$ cat config.mk
export PLATFORM = sky130hd
export DESIGN_NAME = adc_ctrl
export DESIGN_NICKNAME = d
export VERILOG_FILES = /design/src/common/adc_pkg.sv /design/src/logic/adc_ctrl.sv /design/src/logic/adc_data_pins.sv /design/src/logic/adc_delay_count.sv
export SDC_FILE = /design/constraint.sdc
export NUM_CORES = 1
export LEC_CHECK = 0
export BUFFER_PORTS_ARGS = -buffer_cell sky130_fd_sc_hd__buf_4
export CAP_MARGIN = 30
export CORE_MARGIN = 2
export CORE_UTILIZATION = 56
export CTS_CLUSTER_DIAMETER = 40
export DETAILED_ROUTE_END_ITERATION = 10
export PLACE_DENSITY = 0.85
export SLEW_MARGIN = 25
export SYNTH_ARGS = -nofsm -noshare
export SYNTH_HDL_FRONTEND = slang
export SYNTH_HIERARCHICAL = 1
export SYNTH_SLANG_ARGS = --single-unit
$ cat constraint.sdc
create_clock -name clk -period 6.6 [get_ports clk]
set_input_delay 0 -clock clk [delete_from_list [all_inputs] [get_ports clk]]
set_output_delay 0 -clock clk [all_outputs]
set_load 0.01 [all_outputs]
$ cat src/common/adc_pkg.sv
// Purpose: Shared constants and types for the asynchronous DRAM cycle controller.
// Assumes: 100 MHz clock; the fastest speed grade figures of the memory.
// Notes: Times are kept in ns, the power-up pause in us, and turned into whole cycles here.
package adc_pkg;

  localparam int CLK_NS = 10;
  localparam int CNT_W = 16;
  localparam int ADDR_W = 10;
  localparam int DQ_W = 4;

  // Request kinds accepted on the user port.
  typedef enum logic [2:0]
  {
    K_READ = 3'h0,
    K_EARLY_WRITE = 3'h1,
    K_DELAYED_WRITE = 3'h2,
    K_RMW = 3'h3,
    K_RAS_REFRESH = 3'h4,
    K_CBR_REFRESH = 3'h5,
    K_TEST_ENTER = 3'h6,
    K_TEST_EXIT = 3'h7
  } adc_kind_t;

  typedef enum logic [3:0]
  {
    ST_PAUSE = 4'h0,
    ST_IDLE = 4'h1,
    ST_ROW_SET = 4'h2,
    ST_ROW = 4'h3,
    ST_COL_SET = 4'h4,
    ST_COL = 4'h5,
    ST_OE_OFF = 4'h6,
    ST_WE_LOW = 4'h7,
    ST_PAGE_GAP = 4'h8,
    ST_CBR_CAS = 4'h9,
    ST_CBR_RAS = 4'hA,
    ST_END = 4'hB,
    ST_PRECHARGE = 4'hC
  } adc_state_t;

  // Least times round up to whole cycles.
  function automatic int cyc_up(input int ns);
    cyc_up = (ns + CLK_NS - 1) / CLK_NS;
  endfunction

  function automatic int max3(input int a, input int b, input int c);
    max3 = (a > b) ? ((a > c) ? a : c) : ((b > c) ? b : c);
  endfunction

  localparam int T_RAS_NS = 60;
  localparam int T_RP_NS = 40;
  localparam int T_RCD_NS = 20;
  localparam int T_CAS_NS = 15;
  localparam int T_ROW_ACCESS_NS = 60;
  localparam int T_CAC_NS = 15;
  localparam int T_AA_NS = 30;
  localparam int T_TEST_EXTRA_NS = 5;
  localparam int T_COL_FIRST_SETUP_NS = 10;
  localparam int T_PAGE_CYCLE_NS = 40;
  localparam int T_PAGE_ROW_WIDTH_NS = 100000;
  localparam int T_RWD_NS = 80;
  localparam int T_CWD_NS = 35;
  localparam int T_AWD_NS = 50;
  localparam int T_ODD_NS = 15;
  localparam int T_WP_NS = 10;
  localparam int T_WCH_NS = 15;
  localparam int T_DH_NS = 15;
  localparam int T_CWL_NS = 15;
  localparam int T_RWC_NS = 150;
  localparam int T_INIT_US = 100;
  localparam int INIT_REFRESHES_N = 8;

  localparam logic [CNT_W-1:0] CNT_ONE = 16'h0001;
  localparam logic [CNT_W-1:0] CNT_SAT = 16'hFFFF;
  localparam logic [CNT_W-1:0] RAS_CYC = CNT_W'(cyc_up(T_RAS_NS));
  localparam logic [CNT_W-1:0] RP_CYC = CNT_W'(cyc_up(T_RP_NS));
  localparam logic [CNT_W-1:0] RCD_CYC = CNT_W'(cyc_up(T_RCD_NS));
  localparam logic [CNT_W-1:0] ROW_ACCESS_CYC = CNT_W'(cyc_up(T_ROW_ACCESS_NS));
  localparam logic [CNT_W-1:0] COL_FIRST_SETUP_CYC = CNT_W'(cyc_up(T_COL_FIRST_SETUP_NS));
  localparam logic [CNT_W-1:0] PAGE_CYCLE_CYC = CNT_W'(cyc_up(T_PAGE_CYCLE_NS));
  localparam logic [CNT_W-1:0] OE_OFF_CYC = CNT_W'(cyc_up(T_ODD_NS));
  localparam logic [CNT_W-1:0] ACC_NORM_CYC = CNT_W'(max3(
    cyc_up(T_ROW_ACCESS_NS) - cyc_up(T_RCD_NS),
    cyc_up(T_CAC_NS), cyc_up(T_AA_NS)));
  localparam logic [CNT_W-1:0] ACC_TEST_CYC = CNT_W'(max3(
    cyc_up(T_ROW_ACCESS_NS + T_TEST_EXTRA_NS) - cyc_up(T_RCD_NS),
    cyc_up(T_CAC_NS + T_TEST_EXTRA_NS), cyc_up(T_AA_NS + T_TEST_EXTRA_NS)));
  localparam logic [CNT_W-1:0] WE_DLY_CYC = CNT_W'(max3(cyc_up(T_RWD_NS) - cyc_up(T_RCD_NS),
    cyc_up(T_CWD_NS), cyc_up(T_AWD_NS)));
  localparam logic [CNT_W-1:0] WE_LOW_CYC = CNT_W'(max3(cyc_up(T_WP_NS), cyc_up(T_DH_NS),
    cyc_up(T_CWL_NS)));
  localparam logic [CNT_W-1:0] EW_CAS_CYC = CNT_W'(max3(cyc_up(T_CAS_NS), cyc_up(T_DH_NS),
    cyc_up(T_WCH_NS)));
  localparam logic [CNT_W-1:0] PAGE_SLACK_CYC = CNT_W'(cyc_up(T_RWC_NS));
  localparam logic [CNT_W-1:0] INIT_REFRESHES = CNT_W'(INIT_REFRESHES_N);
  // Longest time rounds down.
  localparam int PAGE_MAX_DEF = T_PAGE_ROW_WIDTH_NS / CLK_NS;
  localparam int INIT_PAUSE_DEF = T_INIT_US * 1000 / CLK_NS;

endpackage

$ cat src/logic/adc_ctrl.sv
// Purpose: Controller that runs read, write, refresh and test cycles on an async DRAM.
// Assumes: Memory pins sampled and driven on clk; one request at a time.
// Notes: Refresh scheduling is left to the user; there is no refresh timer.
// Notes on behaviour
// - Never sample data when WE timing is neither early nor late enough.
// - Write data set at CAS fall in early write, at WE fall otherwise.
// - After power-up wait the pause, then at least eight refresh cycles.
// - Those eight refreshes are CAS-before-RAS so the internal counter works.
// - Test mode entered by a refresh with WE and CAS low before RAS.
// - In test mode refresh only by reads or WE-and-CAS-first refresh.
// - Test mode left by a RAS-only or CAS-before-RAS refresh.
// - In late writes take OE high before driving data.
// - Page mode holds RAS low no longer than the page maximum.
// - Page column cycles spaced no closer than the page cycle time.
// - CAS-first refresh: CAS low a setup before RAS falls and held after.
`timescale 1ns/1ps
module adc_ctrl
#(
  parameter int INIT_PAUSE_CYC = adc_pkg::INIT_PAUSE_DEF,
  parameter int PAGE_MAX_CYC = adc_pkg::PAGE_MAX_DEF
)
(
  // Clock and reset
  input wire logic clk,
  input wire logic rst,
  // Request port
  input wire logic reqValid,
  input wire adc_pkg::adc_kind_t reqKind,
  input wire logic [adc_pkg::ADDR_W-1:0] reqRow,
  input wire logic [adc_pkg::ADDR_W-1:0] reqCol,
  input wire logic [adc_pkg::DQ_W-1:0] reqData,
  output logic reqReady,
  // Answer port
  output logic rspValid,
  output logic [adc_pkg::DQ_W-1:0] rspData,
  output logic testPass,
  // Status
  output logic initDone,
  output logic testActive,
  // Memory pins
  output logic rasN,
  output logic casN,
  output logic weN,
  output logic oeN,
  output logic [adc_pkg::ADDR_W-1:0] addr,
  input wire logic [adc_pkg::DQ_W-1:0] dqIn,
  output logic [adc_pkg::DQ_W-1:0] dqOut,
  output logic dqOeN
);
  import adc_pkg::*;

  localparam logic [CNT_W-1:0] PAUSE_LOAD = CNT_W'(INIT_PAUSE_CYC - 1);
  localparam logic [CNT_W-1:0] PAGE_LIMIT = CNT_W'(PAGE_MAX_CYC);

  adc_state_t state;
  adc_kind_t kind;
  logic [CNT_W-1:0] tmr;
  logic [CNT_W-1:0] initCnt;
  logic [ADDR_W-1:0] row;
  logic [ADDR_W-1:0] col;
  logic [DQ_W-1:0] wdata;
  logic casFallP;
  logic [CNT_W-1:0] rasLow;
  logic [CNT_W-1:0] casLow;
  logic [CNT_W-1:0] casGap;
  logic [CNT_W-1:0] accNeed;
  logic take;
  logic pageMatch;
  logic pageRoom;
  logic spacingOk;
  logic sampleNow;
  logic driveWant;
  logic isEarly;

  ////////////////////////////////////////////////////////////////////////////////
  // Cycle counters for strobe timing.

  adc_delay_count u_ras_low
  (
    .clk(clk),
    .rst(rst),
    .clr(rasN),
    .count(rasLow)
  );

  adc_delay_count u_cas_low
  (
    .clk(clk),
    .rst(rst),
    .clr(casN),
    .count(casLow)
  );

  adc_delay_count u_cas_gap
  (
    .clk(clk),
    .rst(rst),
    .clr(casFallP),
    .count(casGap)
  );

  adc_data_pins u_data
  (
    .clk(clk),
    .rst(rst),
    .driveWant(driveWant),
    .wrData(wdata),
    .sampleNow(sampleNow),
    .dqIn(dqIn),
    .dqOut(dqOut),
    .dqOeN(dqOeN),
    .rdData(rspData)
  );

  ////////////////////////////////////////////////////////////////////////////////
  // Decisions taken from the current state.

  assign isEarly = (kind == K_EARLY_WRITE);
  // The slower test-mode figure is used whenever test mode is on.
  assign accNeed = testActive ? ACC_TEST_CYC : ACC_NORM_CYC;
  assign pageMatch = (reqRow == row) && (reqKind == kind);
  // Leave room for one more column cycle and the closing of the row.
  assign pageRoom = (rasLow + PAGE_SLACK_CYC) < PAGE_LIMIT;
  // One set-up cycle follows the take, so the spacing check is two short.
  // Comparing the counter itself avoids a wrap once it has saturated.
  assign spacingOk = casGap >= (PAGE_CYCLE_CYC - CNT_ONE - CNT_ONE);
  assign take = reqValid && reqReady && ((state == ST_IDLE) ||
    (state == ST_PAGE_GAP && pageMatch && spacingOk && pageRoom));
  // Data is taken only once every access path has finished.
  assign sampleNow = (state == ST_COL) && (casLow >= accNeed) &&
    ((kind == K_READ) || (kind == K_RMW));
  // Early write data stands no later than CAS falls; late write data waits for OE off.
  assign driveWant = (isEarly && (state == ST_ROW || state == ST_COL_SET ||
    state == ST_COL)) || (state == ST_OE_OFF && tmr == 16'h0000 &&
    kind != K_READ) || (state == ST_WE_LOW);

  ////////////////////////////////////////////////////////////////////////////////
  // Request latch.

  always_ff @(posedge clk or posedge rst)
  begin
    if (rst)
    begin
      kind <= K_READ;
      row <= 10'h000;
      col <= 10'h000;
      wdata <= 4'h0;
    end
    else if (take)
    begin
      // A plain refresh during test mode is replaced so test mode survives.
      if (testActive && reqKind == K_CBR_REFRESH)
        kind <= K_TEST_ENTER;
      else
        kind <= reqKind;
      row <= reqRow;
      col <= reqCol;
      wdata <= reqData;
    end
  end

  ////////////////////////////////////////////////////////////////////////////////
  // Sequencer.

  always_ff @(posedge clk or posedge rst)
  begin
    if (rst)
    begin
      state <= ST_PAUSE;
      tmr <= 16'h0000;
      rasN <= 1'b1;
      casN <= 1'b1;
      weN <= 1'b1;
      oeN <= 1'b1;
      addr <= 10'h000;
      reqReady <= 1'b0;
      casFallP <= 1'b0;
    end
    else
    begin
      casFallP <= 1'b0;
      if (tmr != 16'h0000)
        tmr <= tmr - CNT_ONE;
      case (state)
        ST_PAUSE:
        begin
          if (tmr == 16'h0000 && !initDone && initCnt == 16'h0000 && rasLow == 16'h0000)
            tmr <= PAUSE_LOAD;
          else if (tmr == CNT_ONE)
          begin
            casN <= 1'b0;
            casFallP <= 1'b1;
            state <= ST_CBR_CAS;
          end
        end
        ST_IDLE:
        begin
          if (take)
          begin
            reqReady <= 1'b0;
            addr <= reqRow;
            if (reqKind == K_CBR_REFRESH || reqKind == K_TEST_ENTER ||
                reqKind == K_TEST_EXIT)
            begin
              casN <= 1'b0;
              casFallP <= 1'b1;
              weN <= !(reqKind == K_TEST_ENTER ||
                (testActive && reqKind == K_CBR_REFRESH));
              state <= ST_CBR_CAS;
            end
            else
              state <= ST_ROW_SET;
          end
          else
            reqReady <= 1'b1;
        end
        ST_ROW_SET:
        begin
          rasN <= 1'b0;
          weN <= !isEarly;
          state <= (kind == K_RAS_REFRESH) ? ST_END : ST_ROW;
        end
        ST_ROW:
        begin
          // CAS falls at the least delay so the RAS access figure holds.
          if (rasLow >= RCD_CYC)
          begin
            addr <= col;
            casN <= 1'b0;
            casFallP <= 1'b1;
            oeN <= !(kind == K_READ || kind == K_RMW);
            state <= ST_COL;
          end
        end
        ST_COL_SET:
        begin
          casN <= 1'b0;
          casFallP <= 1'b1;
          oeN <= !(kind == K_READ);
          state <= ST_COL;
        end
        ST_COL:
        begin
          if (kind == K_DELAYED_WRITE || (kind == K_RMW && sampleNow))
          begin
            oeN <= 1'b1;
            tmr <= OE_OFF_CYC - CNT_ONE;
            state <= ST_OE_OFF;
          end
          else if (sampleNow || (isEarly && casLow >= EW_CAS_CYC))
          begin
            casN <= 1'b1;
            oeN <= 1'b1;
            reqReady <= 1'b1;
            state <= ST_PAGE_GAP;
          end
        end
        ST_OE_OFF:
        begin
          if (tmr == 16'h0000 && (kind != K_RMW || casLow >= WE_DLY_CYC))
          begin
            weN <= 1'b0;
            tmr <= WE_LOW_CYC - CNT_ONE;
            state <= ST_WE_LOW;
          end
        end
        ST_WE_LOW:
        begin
          if (tmr == 16'h0000)
            state <= ST_END;
        end
        ST_PAGE_GAP:
        begin
          reqReady <= spacingOk && pageRoom;
          if (take)
          begin
            reqReady <= 1'b0;
            addr <= reqCol;
            state <= ST_COL_SET;
          end
          else if (!pageRoom || (reqValid && !pageMatch))
          begin
            reqReady <= 1'b0;
            state <= ST_END;
          end
        end
        ST_CBR_CAS:
        begin
          if (casLow >= COL_FIRST_SETUP_CYC)
          begin
            rasN <= 1'b0;
            state <= ST_END;
          end
        end
        ST_END:
        begin
          // CAS stays low as long as RAS in CAS-first refreshes, which covers the hold.
          if (rasLow >= RAS_CYC)
          begin
            rasN <= 1'b1;
            casN <= 1'b1;
            weN <= 1'b1;
            oeN <= 1'b1;
            tmr <= RP_CYC - CNT_ONE;
            state <= ST_PRECHARGE;
          end
        end
        ST_PRECHARGE:
        begin
          if (tmr == 16'h0000)
          begin
            if (!initDone && (initCnt + CNT_ONE) < INIT_REFRESHES)
            begin
              casN <= 1'b0;
              casFallP <= 1'b1;
              state <= ST_CBR_CAS;
            end
            else
            begin
              reqReady <= 1'b1;
              state <= ST_IDLE;
            end
          end
        end
        default:
          state <= ST_IDLE;
      endcase
    end
  end

  ////////////////////////////////////////////////////////////////////////////////
  // Power-up refresh count.

  always_ff @(posedge clk or posedge rst)
  begin
    if (rst)
    begin
      initCnt <= 16'h0000;
      initDone <= 1'b0;
    end
    else if (!initDone && state == ST_PRECHARGE && tmr == 16'h0000)
    begin
      initCnt <= initCnt + CNT_ONE;
      initDone <= (initCnt + CNT_ONE) >= INIT_REFRESHES;
    end
  end

  ////////////////////////////////////////////////////////////////////////////////
  // Test mode tracking and answers.

  always_ff @(posedge clk or posedge rst)
  begin
    if (rst)
      testActive <= 1'b0;
    else if (state == ST_CBR_CAS && casLow >= COL_FIRST_SETUP_CYC && initDone)
      testActive <= !weN;
    else if (state == ST_ROW_SET && kind == K_RAS_REFRESH)
      testActive <= 1'b0;
  end

  always_ff @(posedge clk or posedge rst)
  begin
    if (rst)
    begin
      rspValid <= 1'b0;
      testPass <= 1'b0;
    end
    else
    begin
      rspValid <= sampleNow;
      // The memory folds both tested bits into one level on the data pins.
      if (sampleNow && testActive)
        testPass <= dqIn[0];
    end
  end

  ////////////////////////////////////////////////////////////////////////////////
  // Checks on pin timing.

  a_cbr_setup_hold: assert property (@(posedge clk) disable iff (rst)
    ($fell(rasN) && !casN) |-> (!$past(casN) ##1 !casN))
    else $error("CAS not set up or held around RAS in a CAS-first refresh");

  a_oe_before_drive: assert property (@(posedge clk) disable iff (rst)
    $fell(dqOeN) |-> (oeN && $past(oeN) && $past(oeN, 2)))
    else $error("Data driven while memory outputs may be on");

  a_early_write: assert property (@(posedge clk) disable iff (rst)
    ($fell(casN) && !weN && !rasN) |-> (oeN && !dqOeN && !$past(weN)))
    else $error("Early write without data or WE set up before CAS");

  a_rmw_we_delay: assert property (@(posedge clk) disable iff (rst)
    ($fell(weN) && !rasN && kind == K_RMW) |-> ($past(casLow) >= WE_DLY_CYC))
    else $error("Read-modify-write WE fell too soon");

  a_sample_timing: assert property (@(posedge clk) disable iff (rst)
    rspValid |-> ($past(casLow) >= $past(accNeed) && $past(rasLow) >= ROW_ACCESS_CYC &&
    $past(weN)))
    else $error("Read data sampled before access time or during a write");

  a_page_limit: assert property (@(posedge clk) disable iff (rst)
    !rasN |-> (rasLow <= PAGE_LIMIT))
    else $error("RAS held low beyond the page maximum");

  a_page_spacing: assert property (@(posedge clk) disable iff (rst)
    $fell(casN) |-> ($past(casGap) >= PAGE_CYCLE_CYC - CNT_ONE))
    else $error("CAS cycles spaced closer than the page cycle time");

  a_init_count: assert property (@(posedge clk) disable iff (rst)
    $rose(initDone) |-> (initCnt == INIT_REFRESHES && rasN && casN))
    else $error("Initialization ended with the wrong refresh count");

  a_init_is_cbr: assert property (@(posedge clk) disable iff (rst)
    (!initDone && $fell(rasN)) |-> (!casN && weN))
    else $error("Initialization refresh was not CAS before RAS");

  a_test_enter: assert property (@(posedge clk) disable iff (rst)
    ($fell(rasN) && !casN && !weN && initDone) |-> testActive)
    else $error("Test mode not entered on WE and CAS first refresh");

  a_test_exit: assert property (@(posedge clk) disable iff (rst)
    ($fell(rasN) && ((!casN && weN) || (casN && kind == K_RAS_REFRESH))) |=> !testActive)
    else $error("Test mode not left on a plain refresh");

  a_test_refresh: assert property (@(posedge clk) disable iff (rst)
    (testActive && $fell(rasN) && !casN && kind != K_TEST_EXIT) |-> !weN)
    else $error("Refresh in test mode would leave test mode");

endmodule

$ cat src/logic/adc_data_pins.sv
// Purpose: Drives and samples the shared data pins of the memory.
// Assumes: dqIn is synchronous to clk.
// Notes: Drive and sample requests take effect at the next edge.
`timescale 1ns/1ps
module adc_data_pins
(
  // Clock and reset
  input wire logic clk,
  input wire logic rst,
  // Requests from the sequencer
  input wire logic driveWant,
  input wire logic [adc_pkg::DQ_W-1:0] wrData,
  input wire logic sampleNow,
  // Memory data pins
  input wire logic [adc_pkg::DQ_W-1:0] dqIn,
  output logic [adc_pkg::DQ_W-1:0] dqOut,
  output logic dqOeN,
  // Captured read data
  output logic [adc_pkg::DQ_W-1:0] rdData
);
  import adc_pkg::*;

  always_ff @(posedge clk or posedge rst)
  begin
    if (rst)
    begin
      dqOut <= 4'h0;
      dqOeN <= 1'b1;
    end
    else
    begin
      dqOut <= wrData;
      dqOeN <= !driveWant;
    end
  end

  always_ff @(posedge clk or posedge rst)
  begin
    if (rst)
      rdData <= 4'h0;
    else if (sampleNow)
      rdData <= dqIn;
  end
endmodule

$ cat src/logic/adc_delay_count.sv
// Purpose: Saturating count of cycles since a clear level was last seen.
// Assumes: clr is a flop output of the caller.
// Notes: Reads 1 in the first cycle after clr drops.
`timescale 1ns/1ps
module adc_delay_count
(
  // Clock and reset
  input wire logic clk,
  input wire logic rst,
  // Control
  input wire logic clr,
  // Result
  output logic [adc_pkg::CNT_W-1:0] count
);
  import adc_pkg::*;

  always_ff @(posedge clk or posedge rst)
  begin
    if (rst)
      count <= 16'h0000;
    else if (clr)
      count <= CNT_ONE;
    else if (count != CNT_SAT)
      count <= count + CNT_ONE;
  end
endmodule

==> results.ini <==
[clocking]
tritoncts.num_buffers=17
clkLatencyLatePin_ns=0.44
clockBufferDepth=2
postCtsSetupBuffers=0
postCtsHoldBufs=33
cts_tree=yes
clockRootBuffer=sky130_fd_sc_hd__clkbuf_16
post_cts_resize_count=0
clk_transition_reported_paths_ns=0.07
tritoncts_num_sinks=140
htree_num_levels=4

[grt]
via_count_of_the_first_global_routing_pass=6999
first_pass_grt_wire_length_um=35340
grt_use_total=0.2798
overflow=0
grt_antenna_before_repair=0
maximum_number_of_pins_on_one_net_before_global_route_repair=48

[yosys]
post_synth_and_or_nand_nor_area_fraction=0.2580
synth_top_family_by_area=simple AND/OR/NAND/NOR gates
synth.distinct_cells=78
synth_async_sr_flop_share=1.000
fraction_of_synthesized_area_in_multiplexers=0.07593
yosysSeqAreaShare=0.4294
synth_adder_area_share=0.01225
synthesis.area_per_instance_um2=9.638
synthXorXnorAreaFrac=0.06430
total_of_warnings_raised_by_yosys=6
synth_cells=848
syn_area_um2=8173
yosys_most_used_dff=sky130_fd_sc_hd__dfrtp_1
synth_enable_flop_cells=0
synth.net_count=890
synth.ff_latch_count=140
post_synthesis_compound_gate_area_fraction=0.1280

[place]
portBuffers=61
post_dp_cell_area_um2=8723
hpwl_after_dpl_um=12700
gpl.final_weighted_congestion=0.9803

[die]
fp.coreArea_um2=14370
placementRows=44
die_h_um=124.8
dieWidth_um=124.8
floorplan.die_area_um2=15580
start_util=0.5688
ios=62

[hold_path]
timing.hold.worst.class=in2async

[worst_setup_path]
critical_path.startpoint_type=flip-flop
cp.required_ns=6.95
cp.arrival_ns=3.91
critPathCaptureType=flip-flop
critPathKind=reg2reg
crit_fanout=31

[sta]
setup_total_negative_slack_ns=0
layout_worst_path_cycle_share=0.5398
final_hold_viol_count=0
grt_setup_unrepaired=false
timing.fmax_ghz=0.2807
finalWorstPathRequiredPeriod_ns=3.563
tightestPinTransition_ns=0.7907
final_slew_viol_count=0
setup_viol=0
skew_ns=0.01329
max_slew_margin=0.4729

[layout]
commonest_cells_after_routing_fill_and_taps_aside=sky130_fd_sc_hd__dfrtp_1 (135), sky130_fd_sc_hd__nand2_1 (82), sky130_fd_sc_hd__nor2_1 (81), sky130_fd_sc_hd__buf_4 (65), sky130_fd_sc_hd__mux2_2 (48)
layout_commonest_cell=sky130_fd_sc_hd__dfrtp_1
antenna-diode-count=0
fin_nets=975
multi_input_area_um2=4400
design_area_final_um2=9661
layout_area_growth_over_synthesis_pct=18.20
area.sequential_um2=3510
final_layout_size_suffix_gt1_frac=0.2082
nFillCells=980

[drt]
dr_total_vias=7323
detailedRoute.firstPassIterationCount=7
post_drt_via_cell_ratio=6.481
post_drt_wl_per_cell_um=18.74
drt_drc_violations_left=0
drt_wl_total_um=21180
final_antenna_net_count=0
detail_route.iter0.violations=1115

[status]
run_status=completed

[pwr]
power.static_leakage_uw=0.004143
vdd_ir_drop_max_uv=296.4
power_density_nw_per_um2=396.8

[flow_run]
max-cap-violations=0

==> registers in the layout, indices dropped and copies added (netlist names), 3 cells and up <==
signal	cells
tmr	16
u_ras_low/count	16
u_data/rdData	4
initCnt	16
row	10
u_cas_gap/count	16
u_data/dqOut	4
u_cas_low/count	16
state	4
addr	10
wdata	4
kind	3
col	10
==> through the flow <==
step / total power (uW) / setup slack (ns) / hold slack, ns / util / std cells
6_report: 3834 / 3.037 / 0.1399 / 0.6723 / 1130
5_1_grt: 4032 / 2.852 / 0.1580 / 0.6723 / 1130
4_1_cts: 3751 / 3.112 / 0.1217 / 0.6723 / 1130
3_5_place_dp: 2725 / 3.497 / 0.03140 / 0.6071 / 1065
3_3_place_gp: 2679 / 3.568 / 0.03351 / 0.6071 / 1065
2_1_floorplan: 2342 / 3.789 / -0.1728 / - / 848
==> logic make-up after synthesis <==
kind of cell | after synthesis
AND/OR/NAND/NOR | 378
XOR/XNOR | 60
flip-flops | 140
buffers and inverters | 57
AO/OA/AOI/OAI | 149
multiplexers | 56
adder cells (fa/ha/maj) | 8
==> path summary, 6_finish.rpt <==
kind | slack, ns | endpoint | cells past startpoint | start
max in group asynchronous | 5.30 | col[7]$_DFFE_PP0P_ | 4 | rst
min reg2reg | 0.38 | u_data/dqOut[0]$_DFF_PP0_ | 0 | wdata[0]$_DFFE_PP0P_
min in group clk | 0.16 | weN$_DFFE_PP1P_ | 6 | reqValid
max | 3.04 | kind[0]$_DFFE_PP0P_ | 8 | u_ras_low/count[8]$_DFFE_PP0P_
min | 0.14 | u_data/dqOut[3]$_DFF_PP0_ | 3 | rst
max reg2reg | 3.04 | kind[0]$_DFFE_PP0P_ | 8 | u_ras_low/count[8]$_DFFE_PP0P_
==> routing by layer <==
layer  vias to the layer above  share of wire  wire, um  global-route usage
li1                       3317              -         -                   -
met1                      3485           0.39      8209              0.3424
met2                       408           0.48     10170              0.4532
met3                       113          0.080      1697             0.07174
met4                         0          0.052      1101              0.1533
met5                         -              0         0                   0
==> critical path: stages (launching register included) <==
cell,delay [ns]
sky130_fd_sc_hd__dfrtp_1,0.48
sky130_fd_sc_hd__nand3_1,0.14
sky130_fd_sc_hd__or4_1,0.53
sky130_fd_sc_hd__o211ai_1,0.39
sky130_fd_sc_hd__and4b_1,0.40
sky130_fd_sc_hd__a31o_2,0.71
sky130_fd_sc_hd__o211ai_1,0.17
sky130_fd_sc_hd__dlygate4sd3_1,0.59
sky130_fd_sc_hd__o21ai_0,0.07
==> cell usage after synthesis, types with 21 or more instances <==
| library cell | count | area, um^2 |
|---|---|---|
| sky130_fd_sc_hd__nand3_1 | 43 | 215.2 |
| sky130_fd_sc_hd__a21oi_1 | 33 | 165.2 |
| sky130_fd_sc_hd__o21ai_0 | 29 | 145.1 |
| sky130_fd_sc_hd__nor4_1 | 27 | 168.9 |
| sky130_fd_sc_hd__mux2_2 | 48 | 540.5 |
| sky130_fd_sc_hd__xor2_1 | 24 | 210.2 |
| sky130_fd_sc_hd__nand4_1 | 21 | 131.4 |
| sky130_fd_sc_hd__nand2_1 | 82 | 307.8 |
| sky130_fd_sc_hd__dfrtp_1 | 135 | 3378 |
| sky130_fd_sc_hd__nor3_1 | 29 | 145.1 |
| sky130_fd_sc_hd__nor2_1 | 81 | 304.0 |
| sky130_fd_sc_hd__inv_1 | 25 | 93.84 |
| sky130_fd_sc_hd__xnor2_1 | 36 | 315.3 |
==> cell type report <==
| class | count | share of cell area |
|---|---|---|
| clock buffer | 19 | 0.04689 |
| clock inverter | 13 | 0.01593 |
| timing repair buffer | 98 | 0.08470 |
| inverter | 25 | 0.009843 |
| tap | 184 | 0.02383 |
| multi-input combinational | 651 | 0.4555 |
| sequential | 140 | 0.3633 |
==> report_power, final <==
| part | switching (uW) | internal [uW] | leakage (uW) |
|---|---|---|---|
| combinational | 737 | 626 | 0.00205 |
| sequential | 359 | 1120 | 0.00180 |
| clock | 403 | 585 | 0.000297 |
| total | 1500 | 2330 | 0.00414 |
Power figures use the tool's default switching activity.
